## src/include/pdv_pkg.sv

```systemverilog
// Constants shared by the precision divider comparator and its strobe divider.
// Assumes a single 10 MHz system clock with synchronous active-high reset.
package pdv_pkg;

  localparam int unsigned CLK_HZ      = 10_000_000;
  localparam int unsigned MASTER_HZ   = 1_024_000;
  localparam int unsigned FAST_HZ     = 2 * MASTER_HZ;
  // Fractional divider: add FAST_HZ/1000 per clock, wrap at CLK_HZ/1000
  localparam int unsigned ACC_W       = 14;
  localparam logic [13:0] ACC_MOD     = 14'(CLK_HZ / 1000);
  localparam logic [13:0] ACC_INC     = 14'(FAST_HZ / 1000);
  localparam logic [13:0] ACC_RST     = 14'h0000;

  localparam int unsigned CNT_W       = 13;
  localparam int unsigned LOW_W       = 12;
  localparam int unsigned WORD_W      = 25;
  localparam logic [12:0] CNT_FULL    = 13'h1FFF;
  localparam logic [12:0] CNT_RST     = 13'h0000;
  localparam logic [24:0] WORD_RST    = 25'h000_0000;
  // Busy while count bits 12..7 are all ones: last 128 steps of the scan
  localparam int unsigned BUSY_LSB    = 7;

  // Byte lanes of the demand word as selected by the host
  localparam logic [1:0]  SEL_B0      = 2'h0;
  localparam logic [1:0]  SEL_B1      = 2'h1;
  localparam logic [1:0]  SEL_B2      = 2'h2;
  localparam logic [1:0]  SEL_B3      = 2'h3;
  localparam int unsigned ECHO_W      = 5;

endpackage

```

## src/include/pdv_tick_if.sv

```systemverilog
// Strobes passed from the rate divider to the comparator core.
// Assumes both ends run on the same clock.
`timescale 1ns/1ps
interface pdv_tick_if;
  logic fast_phase_strobe;
  logic half_rate_phase_strobe;
  modport src (output fast_phase_strobe, output half_rate_phase_strobe);
  modport snk (input fast_phase_strobe, input half_rate_phase_strobe);
endinterface

```

## src/rtl/pdv_strobe_gen.sv

```systemverilog
// Rate divider: makes the 2.048 MHz and 1.024 MHz one-cycle enables.
// Assumes the 10 MHz clock; the strobes are evenly spread only on average.
`timescale 1ns/1ps
module pdv_strobe_gen (
  input  wire logic   clk,
  input  wire logic   srst,
  pdv_tick_if.src     tick
);

  typedef struct packed {
    logic [13:0] acc;
    logic        phase;
    logic        fast;
    logic        half;
  } pdv_gen_s;

  pdv_gen_s st_reg;
  pdv_gen_s st_next;

  always_comb begin
    logic [14:0] sum;
    sum = 15'(st_reg.acc) + 15'(pdv_pkg::ACC_INC);
    st_next      = st_reg;
    st_next.fast = 1'b0;
    st_next.half = 1'b0;
    if (sum >= 15'(pdv_pkg::ACC_MOD)) begin
      st_next.acc   = 14'(sum - 15'(pdv_pkg::ACC_MOD));
      st_next.fast  = 1'b1;
      st_next.phase = ~st_reg.phase;
      st_next.half  = st_reg.phase;
    end else begin
      st_next.acc = sum[13:0];
    end
  end

  always_ff @(posedge clk) begin
    if (srst) begin
      st_reg <= '{acc: pdv_pkg::ACC_RST, phase: 1'b0, fast: 1'b0, half: 1'b0};
    end else begin
      st_reg <= st_next;
    end
  end

  assign tick.fast_phase_strobe      = st_reg.fast;
  assign tick.half_rate_phase_strobe = st_reg.half;

endmodule

```

## src/rtl/pdv_comparator.sv

```systemverilog
// Dual comparator pulse-width generator for the precision reference divider.
// Assumes the host write port is on this clock; switch pulses go to isolators.
`timescale 1ns/1ps
module pdv_comparator (
  input  wire logic       CLK,
  input  wire logic       SRST,
  input  wire logic       WR_STROBE,
  input  wire logic [1:0] BYTE_SEL,
  input  wire logic [7:0] WR_DATA,
  output logic            BUSY,
  output logic [4:0]      DEMAND_ECHO,
  output logic            UPPER_SET_1,
  output logic            UPPER_SET_2,
  output logic            LOWER_SET,
  output logic            UPPER_RST_1,
  output logic            UPPER_RST_2,
  output logic            LOWER_MARK_END,
  output logic            LOAD_PULSE
);

  typedef struct packed {
    logic [24:0] buffer;
    logic [12:0] count;
    logic [12:0] upper_wk;
    logic [11:0] lower_wk;
    logic        upper_pend;
    logic        lower_pend;
    logic        busy;
    logic        set_p;
    logic        upper_rst_p;
    logic        lower_rst_p;
    logic        load_p;
  } pdv_core_s;

  pdv_core_s  st_reg;
  pdv_core_s  st_next;
  pdv_tick_if tick ();

  pdv_strobe_gen u_strobe (
    .clk  (CLK),
    .srst (SRST),
    .tick (tick)
  );

  // Lower path compares the top twelve counter bits on even steps only
  function automatic logic lower_hit(input logic [12:0] cnt, input logic [11:0] word);
    lower_hit = (cnt[12:1] == word) && !cnt[0];
  endfunction

  always_comb begin
    logic [12:0] cnt_n;
    logic        full;
    cnt_n = st_reg.count;
    full  = 1'b0;
    st_next             = st_reg;
    st_next.set_p       = 1'b0;
    st_next.upper_rst_p = 1'b0;
    st_next.lower_rst_p = 1'b0;
    st_next.load_p      = 1'b0;

    if (WR_STROBE) begin
      case (BYTE_SEL)
        pdv_pkg::SEL_B0: st_next.buffer[7:0]   = WR_DATA;
        pdv_pkg::SEL_B1: st_next.buffer[15:8]  = WR_DATA;
        pdv_pkg::SEL_B2: st_next.buffer[23:16] = WR_DATA;
        pdv_pkg::SEL_B3: st_next.buffer[24]    = WR_DATA[0];
        default:         st_next.buffer        = st_reg.buffer;
      endcase
    end

    // Clears come before the arming below, so a fresh match in the same cycle wins.
    // At the wrap no lower end from the old word is still pending; it cleared one step after its match.
    // upper reset on next fast strobe after the match
    if (st_reg.upper_pend && tick.fast_phase_strobe) begin
      st_next.upper_pend  = 1'b0;
      st_next.upper_rst_p = 1'b1;
    end
    // lower reset on next half-rate strobe after the match
    if (st_reg.lower_pend && tick.half_rate_phase_strobe) begin
      st_next.lower_pend  = 1'b0;
      st_next.lower_rst_p = 1'b1;
    end

    // single counter stepping at the master rate
    if (tick.half_rate_phase_strobe) begin
      full  = (st_reg.count == pdv_pkg::CNT_FULL);
      // natural wrap to zero, no pause
      cnt_n = 13'(st_reg.count + 13'h0001);
      st_next.count = cnt_n;
      if (full) begin
        st_next.upper_wk = st_next.buffer[24:12];
        st_next.lower_wk = st_next.buffer[11:0];
        st_next.load_p   = 1'b1;
        // set pulses open the mark phase
        st_next.set_p    = 1'b1;
      end
      if (cnt_n == st_next.upper_wk) begin
        st_next.upper_pend = 1'b1;
      end
      if (lower_hit(cnt_n, st_next.lower_wk)) begin
        st_next.lower_pend = 1'b1;
      end
    end

    // busy over the last 128 steps of the scan
    st_next.busy = &st_next.count[pdv_pkg::CNT_W-1:pdv_pkg::BUSY_LSB];
  end

  always_ff @(posedge CLK) begin
    if (SRST) begin
      st_reg <= '{buffer: pdv_pkg::WORD_RST, count: pdv_pkg::CNT_RST,
                  upper_wk: pdv_pkg::CNT_RST, lower_wk: 12'h000,
                  default: 1'b0};
    end else begin
      st_reg <= st_next;
    end
  end

  assign BUSY           = st_reg.busy;
  assign DEMAND_ECHO    = st_reg.buffer[24:20];
  assign UPPER_SET_1    = st_reg.set_p;
  assign UPPER_SET_2    = st_reg.set_p;
  assign LOWER_SET      = st_reg.set_p;
  assign UPPER_RST_1    = st_reg.upper_rst_p;
  assign UPPER_RST_2    = st_reg.upper_rst_p;
  assign LOWER_MARK_END = st_reg.lower_rst_p;
  assign LOAD_PULSE     = st_reg.load_p;

endmodule

```

## config.mk

```make
export PLATFORM = sky130hd
export DESIGN_NAME = pdv_comparator
export DESIGN_NICKNAME = d
export VERILOG_FILES = /design/src/include/pdv_pkg.sv /design/src/include/pdv_tick_if.sv /design/src/rtl/pdv_strobe_gen.sv /design/src/rtl/pdv_comparator.sv
export SDC_FILE = /design/constraint.sdc
export NUM_CORES = 1
export LEC_CHECK = 0
export ABC_AREA = 1
export ABC_CLOCK_PERIOD_IN_PS = 2600
export BUFFER_PORTS_ARGS = -buffer_cell sky130_fd_sc_hd__buf_2
export CAP_MARGIN = 20
export CORE_UTILIZATION = 55
export DETAILED_ROUTE_END_ITERATION = 7
export HOLD_SLACK_MARGIN = 0.05
export PLACE_DENSITY = 0.75
export SLEW_MARGIN = 5
export SYNTH_ARGS = -nofsm -noshare
export SYNTH_HDL_FRONTEND = slang
export SYNTH_SLANG_ARGS = --single-unit
```

## constraint.sdc

```tcl
create_clock -name CLK -period 2.6 [get_ports CLK]
set_input_delay 0.13 -clock CLK [delete_from_list [all_inputs] [get_ports CLK]]
set_output_delay 0.13 -clock CLK [all_outputs]
set_load 0.01 [all_outputs]
```

; ---- After elaboration in Yosys (flattened, before gate mapping)
; Cells that the tools add are included.
[classes]
n_mux = 17
n_reduce_logical = 8
n_addsub = 3
eq_ne = 6
magnitude_cmp = 1
n_bitwise = 3
[op_table]
columns = op, count
row1 = 2-to-1 mux 25 bit, 3
row2 = 2-to-1 mux 40 bit, 1
row3 = 2-to-1 mux 8 bit, 3
row4 = "adder 14 x 12 -> 15 bit, second input constant", 1
row5 = ">= comparator 15 x 14 -> 1 bit, second input constant", 1
row6 = 2-to-1 mux 14 bit, 1
row7 = "subtractor 14 bit, second input constant", 1
row8 = "adder 13 x 1 -> 13 bit, second input constant", 1
row9 = equality test 13 bit, 1
row10 = "equality test 13 bit, second input constant", 1
row11 = equality test 12 bit, 1
row12 = 2-to-1 mux 1 bit, 8
row13 = AND reduction 6 bit, 1
row14 = "equality test 2 bit, second input constant", 2
row15 = OR reduction 2 bit, 2
row16 = logical AND 1 bit, 3
row17 = inverter 1 bit, 3
row18 = "equality test 2 x 1 -> 1 bit, second input constant", 1
row19 = logical NOT 2 bit, 1
row20 = 2-to-1 mux 2 bit, 1
row21 = logical NOT 1 bit, 1
[word_totals]
ff_bits = 86
input_bits = 13

; ---- Longest topological paths before layout
[logic_depth]
ltp_word = 10
mapped_depth = 16
mapped_depth_nobuf = 15

; ---- Cells and area by module
; Synthesis repeated with hierarchy kept, for this count alone.
[hier_totals]
hier_cells = 693
area_unflattened_um2 = 4538.1
[modules_own_cells]
columns = module, instances, area_per_inst_um2, seq_area_each_um2, cells_each
row1 = pdv_comparator, 1, 3686.0, 1381.3, 570
row2 = pdv_strobe_gen, 1, 852.1, 260.2, 123

; ---- Worst setup path after synthesis
; OpenSTA, ideal clock, no wires.
[synth_path]
path_kind = register to register
startpoint = reg st_reg[32] (netlist bit)
endpoint = reg st_reg[6] (netlist bit)
setup_slack_ns = 0.750
synth_period_minus_slack_ns = 1.850
path_stages_with_launch = 13
arrival_ns = 1.737
setup_ns = 0.113
path_buffers = 1
path_cell_list = dfxtp_1 > ha_1 > nand2_2 > nor2_4 > nand2_4 > nor2_8 > buf_6 > o21ai_2 > or2_2 > o211ai_1 > nor2_1 > nand2_1 > nand2_1
[synth_via]
elab_chain_cells = 6
word_cells_on_any_way = 7
classes_between = 1 x add/sub / 2 x eq/ne / 4 x mux
[synth_rtl]
columns = item, line
row1 = start: declaration, pdv_comparator.sv:35  ; pdv_core_s st_reg;
row2 = start signal: assignment, pdv_comparator.sv:111  ; st_reg <= '{buffer: pdv_pkg::WORD_RST, count: pdv_pkg::CNT_RST,
row3 = start signal: assignment, pdv_comparator.sv:115  ; st_reg <= st_next;
row4 = branches (longest 3 deep; another with adder 13 x 1 -> 13 bit), --
row5 = equality test 13 bit (*), pdv_comparator.sv:97  ; if (cnt_n == st_next.upper_wk) begin
row6 = 2-to-1 mux 1 bit (*), pdv_comparator.sv:97
row7 = 2-to-1 mux 40 bit (*), pdv_comparator.sv:85  ; if (tick.half_rate_phase_strobe) begin
; Mark *: on every way between the ends. The select of a mux whose other input is x is not followed.
; A chain may end at the register's enable or synchronous reset.

; ---- Final worst setup path
; Same ends and word-level chain as after synthesis.

==> impl_metrics.toml <==
[floorplan]
dieHeight_um = 92.2
initial_core_util_pct = 57.4
pin_count = 26
die_w_um = 92.2
num_rows = 32
core_area_um2 = 7810
die-area_um2 = 8510

[synth]
ys_seq_area_share_pct = 36.6
synth_warnings = 0
ys_types = 32
synth_area_per_cell_um2 = 6.37
syn_nets = 721
synth-seq-cells = 82
netlist_instances = 703
netlist_area_um2 = 4480

[min_path]
hp-start = "WR_DATA[4]"
hold_class = "in -> reg"

[timing]
slew_headroom_pct = 51.8
setup_viol = 0
fin_tns_setup_ns = 0
hold_slack_ns = 0.0919
hold_violations = 0
rsz0062_at_grt = "false"
post-route-period-util_pct = 90.2
worst_pin_slew_ns = 0.722
fin_ws_ns = 0.256
clock_skew_ns = 0.0112
fmax_mhz = 427
fin_crit_ns = 2.34
slew_violations = 0

[power_and_ir_drop]
swShare_pct = 31.2
clock_power_share_pct = 32.8
finalPower_mw = 3.00
switchingPower_mw = 0.936
power_frac_seq_pct = 48.2
comb_power_share_pct = 19.0
power.density_nw_per_um2 = 626
vdd_drop_max_v = 0.000481
p_leak_nw = 2.43
internal-power_mw = 2.06

[worst_setup_path]
required_ns = 2.91
r2r_start = "st_reg[32]"
cp-start-kind = "flip-flop"
crit_fanout = 19
setup.worst_path.start = "st_reg[32]"
cp_cell_sequence = "ha_1 -> nand2_2 -> nor2_4 -> nand2_4 -> nor2_8 -> buf_4 -> nand2_1 -> nand3_1 -> nand3_1 -> nor2_1 -> nand2_1 -> nor2_1 -> nand2_1 -> nand2_1"
max_stage_delay_ns = 0.41
path_class = "reg -> reg"
cp_slowest_cell = "dfxtp_1"
cp.arrival_ns = 2.65
path_common_cell = "nand2_1"
crit_path_end_kind = "flip-flop"

[cts]
postCtsSetupBuffers = 0
cts_resized = 0
root_buffer = "clkbuf_8"
cts.sinks = 82
cts_buffers = 9
cts_tree = "done"
clkTransAtPathRegs_ns = 0.08
clk_path_buf_depth = 2
cts_max_level = 3
clk_latency_ns = 0.37
hold_buffers = 0

[placement]
gp_congestion = 0.903
hpwl_mm = 7.86
postPlaceCellArea_um2 = 4580
port_buffers = 25
dp_slack_ns = 0.311
dp_cells = 801

[route]
via_per_inst = 5.22
drt_pre_antenna_iters = 5
via_count = 4261
drc = 0
avgRoutedWirePerCell_um = 13.2
wl_mm = 10.8
dr.first_iter.drc_count = 230
ant_nets = 0

[global_routing]
grt_pass1_wl_mm = 18.4
antenna_found_initial = 0
grt_pass1_vias = 3943
grt_util_all_layers_pct = 27.4
grt_max_degree = 54
grt_overflow_total = 0

[cells_and_area]
final_cells = 817
multi_input_area_um2 = 2220
post-route-util_pct = 61.3
area_growth_syn_to_layout_pct = 6.84
largest_register_ffs = 59
fillerInstances = 776
fin_nets = 728
n_antenna_cell = 0
regArea_um2 = 1640
final_area_um2 = 4790
drive_gt1_share_pct = 8.53

[status]
status = "finished clean"

[job]
cap_violations = 0
## layer usage
| layer | wire length [um] | GRT usage [%] |
|---|---|---|
| met3 | 512 | 3.07 |
| met5 | 0 | 0 |
| met2 | 4940 | 44.3 |
| met4 | 235 | 9.77 |
| met1 | 5110 | 37.6 |
## cell families after synthesis
logic type | share of synthesized area (%)
AND/OR/NAND/NOR | 32.8
adder cells (fa/ha/maj) | 1.40
flip-flops | 36.6
AO/OA/AOI/OAI | 14.4
buffers and inverters | 13.8
XOR/XNOR | 0.978
## worst paths after layout
kind,cells after the start,slack (ns),end
hold / removal,3,0.09,st_reg[57]
setup reg to reg,14,0.26,st_reg[6]
setup / recovery,14,0.26,st_reg[6]
hold reg to reg,2,0.44,UPPER_RST_1
## power groups by stage
stage	sequential [mW]	combinational [mW]	clock, mW
6_report	1.44	0.569	0.984
5_1_grt	1.46	0.659	1.04
4_1_cts	1.44	0.569	0.983
3_5_place_dp	1.47	0.567	0
3_3_place_gp	1.47	0.555	0
2_1_floorplan	1.45	0.449	0
## cell usage after synthesis
library cell	number	area share [%]
nor2_4	2	0.50
inv_1	107	9.0
o21ai_1	5	0.56
o32ai_1	1	0.20
o21ai_2	2	0.39
xor2_1	5	0.98
nor2_8	1	0.45
buf_2	1	0.11
nand2_2	3	0.42
and2_1	4	0.56
a211oi_1	1	0.17
a21oi_1	25	2.8
nand3_1	46	5.1
clkbuf_1	21	1.8
nor2_1	71	5.9
nor3_1	6	0.67
nand2_4	1	0.25
o21ai_0	60	6.7
nand4_1	4	0.56
buf_4	11	1.8
a21oi_2	1	0.20
or2_2	3	0.42
a21boi_0	2	0.34
ha_1	5	1.4
nor4_1	1	0.14
buf_6	4	1.0
nand2_1	205	17
o211ai_1	18	3.0
inv_2	1	0.084
nand3b_1	2	0.34
dfxtp_1	82	37
and3_1	2	0.28
## placed cells by master (no fill, tap or decap), drive strengths merged
| cell type | n |
|---|---|
| bufinv | 1 |
| nor4 | 1 |
| buf | 33 |
| o32ai | 1 |
| dfxtp | 82 |
| a21oi | 26 |
| or2 | 3 |
| nor3 | 6 |
| and3 | 2 |
| o21ai | 67 |
| ha | 5 |
| and2 | 4 |
| o211ai | 18 |
| nand3 | 46 |
| clkbuf | 13 |
| nor2 | 74 |
| inv | 109 |
| nand3b | 2 |
| nand2 | 209 |
| nand4 | 4 |
| a211oi | 1 |
| a21boi | 2 |
| xor2 | 5 |
| clkinvlp | 1 |
## worst max-delay path, delay by kind of cell, from the launching register on
kind,cells,cell delay (ns)
simple gates,12,1.40
flops,1,0.41
buf+inv,1,0.25
fa+ha+maj,1,0.21
## final cells by class
cell class | instances | share of cell area, %
Timing Repair Buffer | 33 | 3.87
Clock buffer | 13 | 3.32
Inverter | 108 | 8.47
Clock inverter | 3 | 0.967
Sequential cell | 82 | 34.3
Tap cell | 102 | 2.67
Multi-Input combinational cell | 476 | 46.4
No activity file was read; power rests on OpenSTA's default activity.
